## src/hdl/angle_status_pkg.sv

```systemverilog
// Shared constants of the angle, turns and fault status register bank
package angle_status_pkg;

  // ==========================================================
  // Register map
  localparam int unsigned ADDR_W              = 6;
  localparam int unsigned REG_W               = 13;
  localparam logic [5:0]  ANGLE_READING_OFS   = 6'h00;
  localparam logic [5:0]  TURNS_TALLY_OFS     = 6'h02;
  localparam logic [5:0]  FAULT_PRIMARY_OFS   = 6'h04;
  localparam logic [5:0]  FAULT_SECONDARY_OFS = 6'h05;
  localparam logic [5:0]  CONTROL_OFS         = 6'h08;
  localparam int unsigned FLAG_CLEAR_BIT      = 0;

  // ==========================================================
  // Angle and tally fields
  localparam int unsigned ANGLE_W     = 12;
  localparam int unsigned ANGLE_LSB   = 1;
  localparam int unsigned TALLY_W     = 12;
  localparam logic [11:0] TALLY_MAX   = 12'h500;
  localparam logic [11:0] TALLY_MIN   = 12'hb00;
  localparam logic [11:0] TALLY_RESET = 12'h000;

  // ==========================================================
  // Fault flag fields
  localparam int unsigned FLAG_W             = 7;
  localparam int unsigned SUPPLY_LOSS_BIT    = 0;
  localparam int unsigned FIELD_LOSS_BIT     = 1;
  localparam int unsigned LOGIC_FAULT_BIT    = 2;
  localparam int unsigned TALLY_OVF_BIT      = 3;
  localparam int unsigned OVERTEMP_BIT       = 4;
  localparam int unsigned NVM_CORR_BIT       = 5;
  localparam int unsigned NVM_UNCORR_BIT     = 6;
  localparam int unsigned FACTORY_ZERO_BIT   = 0;
  localparam int unsigned FACTORY_ONE_BIT    = 1;
  localparam int unsigned FRONTEND_FAIL_BIT  = 3;
  localparam int unsigned SELFTEST_FAIL_BIT  = 4;
  localparam int unsigned LINK_FAULT_BIT     = 6;
  localparam logic [6:0]  PRIMARY_RESET      = 7'h01;
  localparam logic [6:0]  SECONDARY_RESET    = 7'h00;
  localparam logic [6:0]  FACTORY_BITS       = 7'h01;
  localparam logic [6:0]  SECONDARY_STICKY   = 7'h58;

  // ==========================================================
  // Input conditioning
  localparam int unsigned SYNC_STAGES = 3;
  localparam int unsigned ASYNC_N     = 2;
  localparam int unsigned ASYNC_TEMP  = 0;
  localparam int unsigned ASYNC_SUPPLY = 1;

  typedef enum logic [1:0] {
    TALLY_WAIT  = 2'b01,
    TALLY_TRACK = 2'b10
  } tally_state_t;

endpackage

```

## src/hdl/tally_if.sv

```systemverilog
// Carrier between the bank and its turns tally counter
interface tally_if;
  logic        step_up;
  logic        step_down;
  logic        clear;
  logic [11:0] count;
  logic        overflow;

  modport counter (
    input  step_up,
    input  step_down,
    input  clear,
    output count,
    output overflow
  );

  modport user (
    output step_up,
    output step_down,
    output clear,
    input  count,
    input  overflow
  );
endinterface

```

## src/hdl/angle_status_regs.sv

```systemverilog
// Angle, turns and fault status register bank with summary error
//
// Overview of operation
// - Angle in bits 12:1, bit 0 zero
// - Angle direction follows rotation polarity
// - Turns tally signed 12 bits, +/-1280
// - Step per 45 or 180 degree crossing
// - Tally up or down by polarity direction
// - Tally overflow sets primary bit 3
// - Flags sticky until clear or reset
// - Unmasked flag drives summary error
// - Masked flag still recorded in register
// - Uncorrectable memory error sets bit 6
// - Corrected memory error sets bit 5
// - Overtemperature sets bit 4
// - Logic timer fault sets bit 2
// - Field below threshold sets bit 1
// - Supply loss sets bit 0, resets one
// - Link fault sets secondary bit 6
// - Logic self-test fail sets bit 4
// - Front-end self-test fail sets bit 3
// - Flag clear command acts, reads zero
module angle_status_regs (
  input  wire logic        clk_i,
  input  wire logic        rst_n_i,
  // Register port
  input  wire logic        rd_en_i,
  input  wire logic [5:0]  rd_addr_i,
  output logic      [12:0] rd_data_o,
  output logic             rd_valid_o,
  input  wire logic        wr_en_i,
  input  wire logic [5:0]  wr_addr_i,
  input  wire logic [12:0] wr_data_i,
  // Angle path
  input  wire logic        angle_valid_i,
  input  wire logic [11:0] angle_raw_i,
  input  wire logic        rotation_polarity_i,
  input  wire logic        tally_step_select_i,
  // Field monitor
  input  wire logic        field_valid_i,
  input  wire logic [10:0] field_level_i,
  input  wire logic [10:0] field_loss_threshold_i,
  // Fault events
  input  wire logic        nvm_uncorrectable_i,
  input  wire logic        nvm_corrected_i,
  input  wire logic        overtemp_i,
  input  wire logic        logic_fault_i,
  input  wire logic        supply_loss_i,
  input  wire logic        transport_exit_i,
  input  wire logic        serial_link_fault_i,
  input  wire logic        logic_selftest_fail_i,
  input  wire logic        frontend_selftest_fail_i,
  // Masks
  input  wire logic [6:0]  fault_mask_primary_i,
  input  wire logic [6:0]  fault_mask_secondary_i,
  output logic             summary_error_o
);

  // ==========================================================
  // Decoding helpers
  // Sector index of an angle at the selected step size
  function automatic logic [2:0] sector_of(
    input logic [11:0] angle_reading,
    input logic        fine
  );
    logic [2:0] s;
    s = fine ? angle_reading[11:9] : {2'b00, angle_reading[11]};
    return s;
  endfunction

  function automatic logic addr_is(
    input logic [5:0] a,
    input logic [5:0] ofs
  );
    return a == ofs;
  endfunction

  // Any flag that its mask leaves open raises the summary
  function automatic logic any_unmasked(
    input logic [6:0] flags,
    input logic [6:0] mask
  );
    return |(flags & ~mask);
  endfunction

  // Set wins over clear, so an event in the clearing cycle is kept
  function automatic logic [6:0] sticky_next(
    input logic [6:0] cur,
    input logic [6:0] evt,
    input logic       clr
  );
    logic [6:0] n;
    n = clr ? evt : (cur | evt);
    return n;
  endfunction

  // ==========================================================
  // Declarations
  tally_if tif ();

  logic [11:0]                angle_q;
  logic [11:0]                angle_d;
  logic [11:0]                prev_angle_q;
  logic [11:0]                delta;
  logic                       sector_change;
  logic                       forward;
  angle_status_pkg::tally_state_t tstate_q;
  logic [6:0]                 primary_q;
  logic [6:0]                 primary_set;
  logic [6:0]                 secondary_q;
  logic [6:0]                 secondary_set;
  logic [6:0]                 secondary_view;
  logic                       flag_clear;
  logic                       summary_q;
  logic [12:0]                rd_data_q;
  logic                       rd_valid_q;
  logic [12:0]                rd_mux;
  logic [2:0]                 sync_q [angle_status_pkg::ASYNC_N];
  logic [1:0]                 async_raw;
  logic [1:0]                 async_lvl;
  logic                       lvl_q [angle_status_pkg::ASYNC_N];
  logic                       pol_q;
  logic                       pol_change;

  // ==========================================================
  // Pin synchronisers
  // Analog comparator levels; only stages two and three are looked at
  assign async_raw[angle_status_pkg::ASYNC_TEMP]   = overtemp_i;
  assign async_raw[angle_status_pkg::ASYNC_SUPPLY] = supply_loss_i;

  generate
    for (genvar g = 0; g < angle_status_pkg::ASYNC_N; g++) begin : g_sync
      always_ff @(posedge clk_i or negedge rst_n_i) begin
        if (!rst_n_i) begin
          sync_q[g] <= 3'h0;
        end else begin
          sync_q[g] <= {sync_q[g][1:0], async_raw[g]};
        end
      end
      // The level moves only once stages two and three agree
      always_ff @(posedge clk_i or negedge rst_n_i) begin
        if (!rst_n_i) begin
          lvl_q[g] <= 1'b0;
        end else if (sync_q[g][1] == sync_q[g][2]) begin
          lvl_q[g] <= sync_q[g][2];
        end
      end
      assign async_lvl[g] = lvl_q[g];
    end
  endgenerate

  // ==========================================================
  // Angle capture
  // Reversed polarity mirrors the angle so it runs the other way
  assign angle_d = rotation_polarity_i ? (12'h000 - angle_raw_i)
                                       : angle_raw_i;

  always_ff @(posedge clk_i or negedge rst_n_i) begin
    if (!rst_n_i) begin
      angle_q <= 12'h000;
    end else if (angle_valid_i) begin
      angle_q <= angle_d;
    end
  end

  // ==========================================================
  // Crossing detection
  // Direction comes from the short way round between two samples,
  // so samples must be closer than half a turn apart
  assign delta         = angle_d - prev_angle_q;
  assign forward       = ~delta[11];
  assign sector_change = sector_of(angle_d, tally_step_select_i)
                      != sector_of(prev_angle_q, tally_step_select_i);

  // A polarity flip mirrors every later sample, so the reference is taken
  // again rather than counting a crossing the target never made
  always_ff @(posedge clk_i or negedge rst_n_i) begin
    if (!rst_n_i) begin
      pol_q <= 1'b0;
    end else begin
      pol_q <= rotation_polarity_i;
    end
  end

  assign pol_change = rotation_polarity_i != pol_q;

  always_ff @(posedge clk_i or negedge rst_n_i) begin
    if (!rst_n_i) begin
      tstate_q <= angle_status_pkg::TALLY_WAIT;
    end else begin
      case (tstate_q)
        angle_status_pkg::TALLY_WAIT: begin
          if (angle_valid_i && !pol_change) begin
            tstate_q <= angle_status_pkg::TALLY_TRACK;
          end
        end
        angle_status_pkg::TALLY_TRACK: begin
          if (pol_change) begin
            tstate_q <= angle_status_pkg::TALLY_WAIT;
          end
        end
        default: begin
          tstate_q <= angle_status_pkg::TALLY_WAIT;
        end
      endcase
    end
  end

  always_ff @(posedge clk_i or negedge rst_n_i) begin
    if (!rst_n_i) begin
      prev_angle_q <= 12'h000;
    end else if (angle_valid_i) begin
      prev_angle_q <= angle_d;
    end
  end

  assign tif.step_up   = angle_valid_i && sector_change && forward
                      && tstate_q == angle_status_pkg::TALLY_TRACK
                      && !pol_change;
  assign tif.step_down = angle_valid_i && sector_change && !forward
                      && tstate_q == angle_status_pkg::TALLY_TRACK
                      && !pol_change;
  assign tif.clear     = 1'b0;

  turns_tally u_tally (
    .clk_i   (clk_i),
    .rst_n_i (rst_n_i),
    .tif     (tif)
  );

  // ==========================================================
  // Flag clear command
  // The command bit is never stored, so it always reads back zero
  assign flag_clear = wr_en_i
    && addr_is(wr_addr_i, angle_status_pkg::CONTROL_OFS)
    && wr_data_i[angle_status_pkg::FLAG_CLEAR_BIT];

  // ==========================================================
  // Primary fault flags
  always_comb begin
    primary_set = 7'h00;
    primary_set[angle_status_pkg::NVM_UNCORR_BIT]  =
      nvm_uncorrectable_i;
    primary_set[angle_status_pkg::NVM_CORR_BIT]    = nvm_corrected_i;
    primary_set[angle_status_pkg::OVERTEMP_BIT]    =
      async_lvl[angle_status_pkg::ASYNC_TEMP];
    primary_set[angle_status_pkg::TALLY_OVF_BIT]   = tif.overflow;
    primary_set[angle_status_pkg::LOGIC_FAULT_BIT] = logic_fault_i;
    primary_set[angle_status_pkg::FIELD_LOSS_BIT]  =
      field_valid_i && (field_level_i < field_loss_threshold_i);
    primary_set[angle_status_pkg::SUPPLY_LOSS_BIT] =
      async_lvl[angle_status_pkg::ASYNC_SUPPLY] | transport_exit_i;
  end

  // A new event in the clearing cycle survives the clear
  always_ff @(posedge clk_i or negedge rst_n_i) begin
    if (!rst_n_i) begin
      primary_q <= angle_status_pkg::PRIMARY_RESET;
    end else begin
      primary_q <= sticky_next(primary_q, primary_set, flag_clear);
    end
  end

  // ==========================================================
  // Secondary fault flags
  always_comb begin
    secondary_set = 7'h00;
    secondary_set[angle_status_pkg::LINK_FAULT_BIT]    =
      serial_link_fault_i;
    secondary_set[angle_status_pkg::SELFTEST_FAIL_BIT] =
      logic_selftest_fail_i;
    secondary_set[angle_status_pkg::FRONTEND_FAIL_BIT] =
      frontend_selftest_fail_i;
  end

  always_ff @(posedge clk_i or negedge rst_n_i) begin
    if (!rst_n_i) begin
      secondary_q <= angle_status_pkg::SECONDARY_RESET;
    end else begin
      secondary_q <= sticky_next(secondary_q, secondary_set, flag_clear)
                   & angle_status_pkg::SECONDARY_STICKY;
    end
  end

  // Factory bits are fixed and carry no user function
  assign secondary_view = secondary_q
                        | angle_status_pkg::FACTORY_BITS;

  // ==========================================================
  // Summary error
  // Factory bits are left out of the summary
  always_ff @(posedge clk_i or negedge rst_n_i) begin
    if (!rst_n_i) begin
      summary_q <= 1'b0;
    end else begin
      summary_q <= any_unmasked(primary_q, fault_mask_primary_i)
        | any_unmasked(secondary_q, fault_mask_secondary_i);
    end
  end

  assign summary_error_o = summary_q;

  // ==========================================================
  // Register read
  // Reads only select data; no flag or count changes on a read
  always_comb begin
    rd_mux = 13'h0000;
    case (1'b1)
      addr_is(rd_addr_i, angle_status_pkg::ANGLE_READING_OFS): begin
        rd_mux = {angle_q, 1'b0};
      end
      addr_is(rd_addr_i, angle_status_pkg::TURNS_TALLY_OFS): begin
        rd_mux = {1'b0, tif.count};
      end
      addr_is(rd_addr_i, angle_status_pkg::FAULT_PRIMARY_OFS): begin
        rd_mux = {6'h00, primary_q};
      end
      addr_is(rd_addr_i, angle_status_pkg::FAULT_SECONDARY_OFS): begin
        rd_mux = {6'h00, secondary_view};
      end
      default: begin
        rd_mux = 13'h0000;
      end
    endcase
  end

  always_ff @(posedge clk_i or negedge rst_n_i) begin
    if (!rst_n_i) begin
      rd_data_q <= 13'h0000;
    end else if (rd_en_i) begin
      rd_data_q <= rd_mux;
    end
  end

  always_ff @(posedge clk_i or negedge rst_n_i) begin
    if (!rst_n_i) begin
      rd_valid_q <= 1'b0;
    end else begin
      rd_valid_q <= rd_en_i;
    end
  end

  assign rd_data_o  = rd_data_q;
  assign rd_valid_o = rd_valid_q;

endmodule // angle_status_regs

```

## src/hdl/turns_tally.sv

```systemverilog
// Saturating signed turns tally with overflow pulse
module turns_tally (
  input  wire logic clk_i,
  input  wire logic rst_n_i,
  tally_if.counter  tif
);

  logic [11:0] count_q;
  logic        overflow_q;

  assign tif.count    = count_q;
  assign tif.overflow = overflow_q;

  // ==========================================================
  // Count
  // Saturates at the documented span so the value never wraps sign
  always_ff @(posedge clk_i or negedge rst_n_i) begin
    if (!rst_n_i) begin
      count_q <= angle_status_pkg::TALLY_RESET;
    end else if (tif.clear) begin
      count_q <= angle_status_pkg::TALLY_RESET;
    end else if (tif.step_up) begin
      if (count_q != angle_status_pkg::TALLY_MAX) begin
        count_q <= count_q + 12'h001;
      end
    end else if (tif.step_down) begin
      if (count_q != angle_status_pkg::TALLY_MIN) begin
        count_q <= count_q - 12'h001;
      end
    end
  end

  // ==========================================================
  // Overflow
  always_ff @(posedge clk_i or negedge rst_n_i) begin
    if (!rst_n_i) begin
      overflow_q <= 1'b0;
    end else begin
      overflow_q <= (tif.step_up && count_q == angle_status_pkg::TALLY_MAX)
        || (tif.step_down && count_q == angle_status_pkg::TALLY_MIN);
    end
  end

endmodule // turns_tally

```

## config.mk

```make
export PLATFORM = sky130hd
export DESIGN_NAME = angle_status_regs
export DESIGN_NICKNAME = d
export VERILOG_FILES = /design/src/hdl/angle_status_pkg.sv /design/src/hdl/tally_if.sv /design/src/hdl/angle_status_regs.sv /design/src/hdl/turns_tally.sv
export SDC_FILE = /design/constraint.sdc
export NUM_CORES = 1
export LEC_CHECK = 0
export ABC_AREA = 1
export BUFFER_PORTS_ARGS = -buffer_cell sky130_fd_sc_hd__buf_2
export CORE_MARGIN = 5
export CORE_UTILIZATION = 30
export CTS_CLUSTER_SIZE = 20
export DETAILED_ROUTE_END_ITERATION = 8
export GPL_TIMING_DRIVEN = 0
export PLACE_DENSITY = 0.49
export RECOVER_POWER = 25
export SLEW_MARGIN = 20
export SYNTH_ARGS = -nofsm -noshare
export SYNTH_HDL_FRONTEND = slang
export SYNTH_HIERARCHICAL = 1
export SYNTH_SLANG_ARGS = --single-unit
export TNS_END_PERCENT = 10
```

## constraint.sdc

```tcl
create_clock -name clk_i -period 3.15 [get_ports clk_i]
set_input_delay 0.4725 -clock clk_i [delete_from_list [all_inputs] [get_ports clk_i]]
set_output_delay 0.4725 -clock clk_i [all_outputs]
set_load 0.02 [all_outputs]
```

==> flow_summary.toml, run 1 <==
[run_status]
run_status = "complete, but fails checks"
violations = "negative setup slack"

[cts]
path_clk_slew_ns = 0.06
cts_root_buffer = "clkbuf_16"
clkLatencyLatePin_ns = 0.33
cts-buffers-inserted = 9
htree_levels = 3
cts.path.max_buffers = 2
cts_tree = "built"
clock_sinks = 61
cts_hold_buf = 0

[drt]
wire_per_inst_um = 13.6
drt_iter0_markers = 126
drcViolationCount = 0
routed_wirelength_um = 11200
dr_total_vias = 3821
drtPass1Iterations = 4
antenna_left = 0
viasPerCell = 4.63

[run]
maxCapViolations = 0

[timing]
max_freq_ghz = 0.289
fin_skew_ns = 0.00675
rsz0062_at_grt = "yes"
finalHoldViolCount = 0
slew_violations = 0
fin_crit_sh = 1.10
timing.hold.ws_ns = 0.248
worst_pin_slew_ns = 1.12
setup_viol_count_final = 12
period_needed_ns = 3.46
maxSlewHeadroom = 0.253
finalSetupTns_ns = -2.15
worst_slack_ns = -0.307

[logic_synthesis]
synth_edf_count = 0
ys_seq_area_frac = 0.373
syn_nets = 653
yosys_warnings = 6
synth.distinct_cells = 40
synthFlopType = "dfrtp_1"
ys_ff_latch = 61
synthCells = 531
syn-cell-area_mm2 = 0.00409
syn_area_per_cell_um2 = 7.71
async_flop_share = 1.00

[finish]
multi_input_comb_area_mm2 = 0.00253
regArea_mm2 = 0.00153
area_delta_synth_final_pct = 35.8
drive_above_1_share = 0.318
final_net_count = 767
fin_util = 0.418
antenna-diode-count = 0
fill_cells = 1367

[critical_path]
crit-reg2reg-capture = "u_tally/tif.count[9]$_DFFE_PN0P_"
start_kind = "input port"
r2r-start = "prev_angle_q[2]$_DFFE_PN0P_"
worstRegToRegCells = 23
end_kind = "register"
critPathMaxFanout = 5
cp_data_required_time_ns = 3.40
crit_start = "angle_raw_i[0]"
r2r_slack_ns = 0.15
path_class = "in2reg"
cp_slowest_stage_delay_ns = 0.30
worstPathArrival_ns = 3.71
crit_slowest_cell = "ha_1"
crit_top_cell = "nand2_1"

[floorplan]
start_util = 0.308
dieArea_mm2 = 0.0161
rows = 42
ios = 105
core_mm2 = 0.0133
die_x_um = 127
die_h_um = 127

[power_and_ir_drop]
seqPwrFrac = 0.369
power_leakage_nw = 2.80
switchingPower_mw = 0.695
power.density_mw_per_mm2 = 424
pwr-share-comb = 0.220
clkPwrFrac = 0.411
peakVddDrop_mv = 0.221
p_int_mw = 1.66
p_sw_frac = 0.295
finalPower_mw = 2.36

[place]
hpwl_um = 8820
gp_congestion = 0.860
portBuffers = 87

[grt]
grt_max_degree = 42
first_global_vias = 4001
gr-total-overflow = 0
antenna_found_initial = 0
grt_pass1_wl_um = 19000
track_usage = 0.145

[min_path]
hp-start = "supply_loss_i"
hp-class = "in2reg"
whs_endpoint = "sync_q[0]$_DFF_PN0_"
hold_depth = 1
-- timing repair --
action | CTS | global route
pin swaps | 30 | 5
setup buffers | 14 | 1
endpoints found under the setup margin | 13 | 13
gates resized for setup | 27 | 6
-- power by group through the flow --
stage               logic (mW)  registers [mW]  clock network [mW]
detailed placement       0.482           0.883                   0
CTS                      0.516           0.870               0.991
finish                   0.520           0.869               0.969
global route             0.602           0.875                1.03
global placement         0.467           0.882                   0
floorplan                0.323           0.876                   0
-- through the flow --
step	instances	setup WS, ns	area, um^2
after floorplan	531	-0.279	4330
after global placement	794	-0.829	4980
after detailed placement	795	-0.881	5010
after CTS	825	-0.304	5540
after global routing	826	-0.607	5560
final	826	-0.307	5560
-- cell usage after synthesis (2+ instances only) --
| master | instances | area share |
|---|---|---|
| nor4_2 | 2 | 0.0061 |
| o21a_1 | 2 | 0.0037 |
| o21ai_0 | 31 | 0.038 |
| nor2_4 | 2 | 0.0055 |
| a21oi_1 | 23 | 0.028 |
| nand2_2 | 8 | 0.012 |
| nor4_1 | 2 | 0.0031 |
| inv_1 | 73 | 0.067 |
| o22ai_1 | 6 | 0.0092 |
| xnor2_1 | 8 | 0.017 |
| dfstp_2 | 2 | 0.013 |
| nor2_1 | 37 | 0.034 |
| ha_1 | 31 | 0.095 |
| nor3_1 | 4 | 0.0049 |
| dfrtp_1 | 59 | 0.36 |
| clkbuf_1 | 3 | 0.0028 |
| xor2_1 | 7 | 0.015 |
| a22oi_1 | 5 | 0.0092 |
| o21bai_1 | 9 | 0.017 |
| nand4_1 | 7 | 0.011 |
| nand3_1 | 28 | 0.034 |
| nor2_2 | 3 | 0.0046 |
| nand3_2 | 5 | 0.012 |
| o31ai_1 | 2 | 0.0037 |
| nand2_1 | 128 | 0.12 |
| o21ai_1 | 13 | 0.016 |
| o21ai_2 | 8 | 0.017 |
| maj3_1 | 2 | 0.0049 |
| inv_2 | 5 | 0.0046 |
| nand3b_1 | 3 | 0.0055 |
| a31oi_1 | 4 | 0.0061 |
-- placed cells by master (no fill, tap or decap), drive strengths merged --
cell type  instances
xnor2              8
ha                31
o21bai             9
inv               78
a21oi             23
maj3               2
o21a               2
bufinv             2
nand3             34
o211ai             1
nor3               4
clkinv             3
nand4              7
o21ai             52
a31oi              4
nand3b             3
nor2              42
clkbuf            16
dfrtp             59
dfstp              2
o31ai              2
buf              104
conb               1
xor2               7
clkinvlp           2
nor4               4
nand2            136
o22ai              6
a22oi              5
fa                 1
-- layer usage --
layer	up-vias	GRT usage	part of all wire
met1	1749	0.187	0.46
met4	0	0.0549	0.023
met3	19	0.0256	0.047
met2	83	0.241	0.47
li1	1970	-	-
met5	-	0	0
-- how the worst max path moves through the flow --
| stage | endpoint | slack, ns | depth (start not counted) |
|---|---|---|---|
| floorplan | u_tally/tif.count[11]$_DFFE_PN0P_ | -0.28 | 27 |
| global placement | u_tally/tif.count[10]$_DFFE_PN0P_ | -0.83 | 26 |
| detailed placement | u_tally/tif.count[10]$_DFFE_PN0P_ | -0.88 | 26 |
| CTS | u_tally/tif.count[10]$_DFFE_PN0P_ | -0.30 | 27 |
| global route | u_tally/tif.count[10]$_DFFE_PN0P_ | -0.61 | 29 |
| finish | u_tally/tif.count[9]$_DFFE_PN0P_ | -0.31 | 29 |
-- cell families after synthesis --
group           share of synthesized area
other cells                      0.000916
flops                               0.373
buf+inv                            0.0853
fa+ha+maj                           0.105
xor+xnor                           0.0321
compound gates                      0.149
simple gates                        0.255
-- final cells by class --
| class | instances | area share |
|---|---|---|
| Clock buffer | 10 | 0.0412 |
| Buffer | 7 | 0.00698 |
| Tap cell | 176 | 0.0396 |
| Timing Repair Buffer | 103 | 0.111 |
| Sequential cell | 61 | 0.275 |
| Multi-Input combinational cell | 384 | 0.455 |
| Inverter | 79 | 0.0599 |
| Clock inverter | 6 | 0.0115 |
-- worst max-delay path: cells and delay by family --
family / cells / cell delay, ns
simple gates: 15 / 1.29
fa+ha+maj: 3 / 0.69
compound gates: 4 / 0.58
buf+inv: 6 / 0.46
xor+xnor: 1 / 0.19
-- registers in the layout (all words and copies together) (netlist names) --
name / count
pol_q: 1
primary_q: 7
rd_valid_o: 1
secondary_q: 3
rd_data_o: 13
async_lvl: 2
tstate_q: 2
u_tally/tif.overflow: 1
sync_q: 6
summary_error_o: 1
u_tally/tif.count: 12
prev_angle_q: 12
No activity file was read; power rests on OpenSTA's default activity.
==> run 2, diff against run 1 <==
--- a/config.mk
+++ b/config.mk
@@ -6,13 +6,13 @@
 export NUM_CORES = 1
 export LEC_CHECK = 0
 export ABC_AREA = 1
-export BUFFER_PORTS_ARGS = -buffer_cell sky130_fd_sc_hd__buf_2
+export BUFFER_PORTS_ARGS = -buffer_cell sky130_fd_sc_hd__buf_4
 export CORE_MARGIN = 5
 export CORE_UTILIZATION = 30
 export CTS_CLUSTER_SIZE = 20
 export DETAILED_ROUTE_END_ITERATION = 8
-export GPL_TIMING_DRIVEN = 0
-export PLACE_DENSITY = 0.49
+export GPL_TIMING_DRIVEN = 1
+export PLACE_DENSITY = 0.47
 export RECOVER_POWER = 25
 export SLEW_MARGIN = 20
 export SYNTH_ARGS = -nofsm -noshare
==> constraint.sdc (replaced) <==
create_clock -name clk_i -period 3.7 [get_ports clk_i]
set_input_delay 0.555 -clock clk_i [delete_from_list [all_inputs] [get_ports clk_i]]
set_output_delay 0.555 -clock clk_i [all_outputs]
set_load 0.02 [all_outputs]
==> flow_summary.toml, run 2 (synthesis results as in run 1) <==
[finish]
final_common_cell = "buf_4"
regArea_mm2 = 0.00153
final_net_count = 787
antenna-diode-count = 0
fill_cells = 1314
drive_above_1_share = 0.312
largest_reg_flops = 13
area_delta_synth_final_pct = 40.7
layout_common_cells = "buf_4, nand2_1, inv_1"
fin_util = 0.433
multi_input_comb_area_mm2 = 0.00240

[drt]
wire_per_inst_um = 13.3
routed_wirelength_um = 11200
drt_iter0_markers = 136
antenna_left = 0
drtPass1Iterations = 4
viasPerCell = 4.59
dr_total_vias = 3886
drcViolationCount = 0

[timing]
slew_violations = 62
maxSlewHeadroom = -0.0375
fin_crit_sh = 0.959
max_freq_ghz = 0.282
finalHoldViolCount = 0
rsz0062_at_grt = "yes"
fin_skew_ns = 0.00608
period_needed_ns = 3.55
setup_viol_count_final = 0
worst_pin_slew_ns = 1.56

[min_path]
hold_depth = 0
whs_endpoint = "sync_q[4]$_DFF_PN0_"
hp-class = "reg2reg"
hp-start = "sync_q[3]$_DFF_PN0_"

[grt]
top_usage_layer = "met2"
grt_use_met3 = 0.0412
gr-total-overflow = 0
gr-usage-met2 = 0.227
track_usage = 0.141
grt_pass1_wl_um = 18200
first_global_vias = 3773
met1_usage = 0.186
grt_max_degree = 62
antenna_found_initial = 0

[power_and_ir_drop]
power.density_mw_per_mm2 = 367
power_leakage_nw = 2.97
peakVddDrop_mv = 0.190
finalPower_mw = 2.11

[critical_path]
critPathBufInv = 4
critPathTopFamily = "simple AND/OR/NAND/NOR gates"
crit-reg2reg-capture = "u_tally/tif.count[10]$_DFFE_PN0P_"
crit_slowest_cell = "ha_1"
path_class = "in2reg"
cp_data_required_time_ns = 3.92
critPathMaxFanout = 11
path_depth = 26
r2r-start = "prev_angle_q[2]$_DFFE_PN0P_"
cp_slowest_stage_delay_ns = 0.35
worstRegToRegCells = 20
r2r_slack_ns = 0.82
worstPathArrival_ns = 3.76
start_kind = "input port"
end_kind = "register"
crit_top_cell = "nand2_1"

[floorplan]
dieArea_mm2 = 0.0161
ios = 105
rows = 42
die_x_um = 127
die_h_um = 127
core_mm2 = 0.0133
start_util = 0.308

[cts]
clkLatencyLatePin_ns = 0.33
cts-buffers-inserted = 9
htree_levels = 3
cts_hold_buf = 0
path_clk_slew_ns = 0.05
cts_root_buffer = "clkbuf_16"
clock_sinks = 61
cts.path.max_buffers = 2
cts_tree = "built"

[place]
hpwl_um = 8890
portBuffers = 88
gp_congestion = 0.819

[run_status]
violations = "max-capacitance violations, max-slew violations"
run_status = "complete, but fails checks"

[run]
maxCapViolations = 1
## run 2: layout make-up
type                            count  area share
Clock inverter                      4      0.0122
Clock buffer                       12      0.0445
Tap cell                          176      0.0382
Inverter                           79      0.0552
Timing Repair Buffer              130       0.168
Sequential cell                    61       0.265
Multi-Input combinational cell    384       0.416
## run 2: how the worst max path moves through the flow
stage              startpoint  slack, ns                                end
4_1_cts        angle_raw_i[1]      -0.02  u_tally/tif.count[11]$_DFFE_PN0P_
2_1_floorplan  angle_raw_i[0]       0.01   u_tally/tif.count[6]$_DFFE_PN0P_
5_1_grt        angle_raw_i[1]      -0.17  u_tally/tif.count[10]$_DFFE_PN0P_
6_report       angle_raw_i[1]       0.15  u_tally/tif.count[10]$_DFFE_PN0P_
3_5_place_dp   angle_raw_i[1]      -0.54   u_tally/tif.count[5]$_DFFE_PN0P_
3_3_place_gp   angle_raw_i[1]      -0.47   u_tally/tif.count[7]$_DFFE_PN0P_
## run 2: routing by layer
metal  vias to the layer above  wire, um
met3                        14       502
met4                         0       189
met5                         -         0
met2                        66      5320
li1                       2004         -
met1                      1802      5230
## run 2: repair_timing
action | in CTS | in global routing
buffers inserted | 1 | 1
setup endpoints to repair | 9 | 12
pin swaps | 3 | 9
resized for setup | 12 | 19
## run 2: worst register-to-register path, stage by stage, from the launching register on
cell and delay, ns:
dfrtp_1 0.35, inv_1 0.09, ha_1 0.25, nand2_1 0.07, nand2_1 0.04, a31oi_1 0.27, nor2_4 0.09, nor2_1 0.10
nand3_1 0.10, nand2_1 0.09, nand2_2 0.06, nor2_4 0.15, inv_8 0.10, ha_1 0.35, nand2_1 0.10, nor2_1 0.15
nand3_1 0.13, nand3_1 0.11, nand2_1 0.05, nand3_1 0.06, o21ai_1 0.06
## run 2: metrics by stage
step / setup slack [ns] / cell area [um^2] / hold slack [ns] / TNS, ns / std cells
floorplan: 0.0128 / 4110 / 0.259 / 0 / 531
global placement: -0.467 / 5260 / 0.332 / -4.29 / 828
detailed placement: -0.544 / 5260 / 0.336 / -5.31 / 828
CTS: -0.0240 / 5670 / 0.309 / -0.0596 / 845
global route: -0.170 / 5760 / 0.329 / -0.956 / 846
finish: 0.152 / 5760 / 0.345 / 0 / 846
## run 2: power breakdown
| part | internal (mW) | switching [mW] |
|---|---|---|
| clock network | 0.624 | 0.294 |
| registers | 0.707 | 0.0325 |
| logic | 0.215 | 0.241 |
| total | 1.55 | 0.567 |
==> run 3, diff against run 2 <==
--- a/config.mk
+++ b/config.mk
@@ -7,12 +7,14 @@
 export LEC_CHECK = 0
 export ABC_AREA = 1
 export BUFFER_PORTS_ARGS = -buffer_cell sky130_fd_sc_hd__buf_4
+export CELL_PAD_IN_SITES_DETAIL_PLACEMENT = 0
+export CELL_PAD_IN_SITES_GLOBAL_PLACEMENT = 1
 export CORE_MARGIN = 5
 export CORE_UTILIZATION = 30
 export CTS_CLUSTER_SIZE = 20
 export DETAILED_ROUTE_END_ITERATION = 8
 export GPL_TIMING_DRIVEN = 1
-export PLACE_DENSITY = 0.47
+export PLACE_DENSITY = 0.62
 export RECOVER_POWER = 25
 export SLEW_MARGIN = 20
 export SYNTH_ARGS = -nofsm -noshare
==> constraint.sdc (replaced) <==
create_clock -name clk_i -period 3.8 [get_ports clk_i]
set_input_delay 0.57 -clock clk_i [delete_from_list [all_inputs] [get_ports clk_i]]
set_output_delay 0.57 -clock clk_i [all_outputs]
set_load 0.02 [all_outputs]
==> flow_summary.toml, run 3 (synthesis results as in run 1) <==
[run_status]
run_status = "complete, but fails checks"
violations = "max-capacitance violations, max-slew violations"

[timing]
worst_pin_slew_ns = 1.52
fin_crit_sh = 0.949
max_freq_ghz = 0.277
setup_viol_count_final = 0
fin_skew_ns = 0.00356
finalSetupTns_ns = 0
finalHoldViolCount = 0
period_needed_ns = 3.61
maxSlewHeadroom = -0.0145
slew_violations = 62
rsz0062_at_grt = "yes"

[min_path]
hp-start = "sync_q[0]$_DFF_PN0_"
hp-class = "reg2reg"

[finish]
antenna-diode-count = 0
drive_above_1_share = 0.319
largest_reg_flops = 13
fill_cells = 1324
area_delta_synth_final_pct = 41.2
final_common_cell = "nand2_1"
fin_cells = 841
final_net_count = 782
layout_common_cells = "nand2_1, buf_4, inv_1"

[cts]
cts-buffers-inserted = 9
cts.path.max_buffers = 2
cts_tree = "built"
clock_sinks = 61
postCtsSetupRepairBufs = 0
cts_root_buffer = "clkbuf_16"
path_clk_slew_ns = 0.06
htree_levels = 3
clkLatencyLatePin_ns = 0.33

[floorplan]
core_mm2 = 0.0133
rows = 42
ios = 105
dieArea_mm2 = 0.0161
die_x_um = 127
start_util = 0.308
die_h_um = 127

[drt]
drt_iter0_markers = 174
drtPass1Iterations = 4
viasPerCell = 4.56
drcViolationCount = 0
antenna_left = 0
wire_per_inst_um = 13.2
routed_wirelength_um = 11100
dr_total_vias = 3833

[place]
placed_cells = 824
portBuffers = 88
hpwl_um = 8570
gp_congestion = 0.809

[power_and_ir_drop]
peakVddDrop_mv = 0.223
power_leakage_nw = 2.95
power.density_mw_per_mm2 = 356
finalPower_mw = 2.06

[critical_path]
critPathMaxFanout = 5
worstPathArrival_ns = 3.86
crit_start = "angle_raw_i[1]"
r2r-start = "prev_angle_q[10]$_DFFE_PN0P_"
start_kind = "input port"
end_kind = "register"
path_class = "in2reg"
cp_data_required_time_ns = 4.05

[grt]
grt_max_degree = 62
gr-total-overflow = 0
track_usage = 0.136
first_global_vias = 3639
antenna_found_initial = 0
grt_pass1_wl_um = 17700

[run]
maxCapViolations = 1
run 3: cell count changes in the layout (fill, tap and decap cells not counted), sizes merged:
cell and delta:
clkbuf -3, inv +2, clkinvlp +1, clkinv +1, buf -6
run 3: worst paths after layout:
check	to	slack, ns	cells after the start
hold reg to reg	sync_q[1]$_DFF_PN0_	0.36	0
setup reg to reg	u_tally/tif.count[9]$_DFFE_PN0P_	0.93	19
hold / removal	sync_q[1]$_DFF_PN0_	0.36	0
min in group asynchronous	rd_valid_o$_DFF_PN0_	0.61	1
max in group asynchronous	u_tally/tif.count[9]$_DFFE_PN0P_	2.28	1
setup / recovery	u_tally/tif.count[9]$_DFFE_PN0P_	0.19	26
run 3: critical path: stages:
cell and delay, ns:
buf_4 0.11, inv_1 0.06, ha_1 0.13, inv_1 0.05, nor2_2 0.12, nand3_2 0.15
o31ai_4 0.22, xnor2_2 0.16, ha_1 0.28, a21oi_1 0.14, o21a_1 0.12, nand2_1 0.06
nor2_1 0.10, nand3_1 0.09, nand2_1 0.09, nand2_2 0.06, nor2_4 0.21, inv_4 0.11
ha_4 0.27, nand2_1 0.14, inv_1 0.06, a21oi_1 0.18, nand3_1 0.10, nand2_1 0.06
nand3_1 0.08, o21ai_1 0.13
run 3: stage by stage:
stage	util	hold WS [ns]	worst slack [ns]	cell area (um^2)
final	0.435	0.362	0.194	5780
after global routing	0.435	0.353	-0.168	5780
after CTS	0.419	0.334	0.0125	5570
after detailed placement	0.393	0.346	-0.435	5220
after global placement	0.393	0.341	-0.364	5220
after floorplan	-	0.274	0.0126	4100
run 3: area by class of cell:
| type | count | area [um^2] | share of cell area |
|---|---|---|---|
| multi-input combinational | 384 | 2450 | 0.423 |
| timing repair buffer | 124 | 937 | 0.162 |
| inverter | 79 | 318 | 0.0550 |
| clock inverter | 7 | 98.8 | 0.0171 |
| timing repair inverter | 1 | 6.26 | 0.00108 |
| sequential | 61 | 1530 | 0.264 |
| tap | 176 | 220 | 0.0381 |
| clock buffer | 9 | 225 | 0.0390 |
run 3: per-layer routing:
layer	vias up	wire length, um	track usage
met4	0	87	0.0303
li1	2004	-	-
met2	96	4980	0.209
met3	7	682	0.0383
met1	1726	5360	0.191
met5	-	0	0
run 3: power by group:
part           internal, mW  switching, mW
logic                 0.220          0.240
registers             0.688         0.0295
clock network         0.577          0.307
total                  1.48          0.577
run 3: what timing repair did:
item | 4_1_cts | 5_1_grt
hold buffers | 0 | 0
endpoints found under the setup margin | 8 | 12
pin swaps | 0 | 6
cloned | 0 | 1
resized for setup | 4 | 38
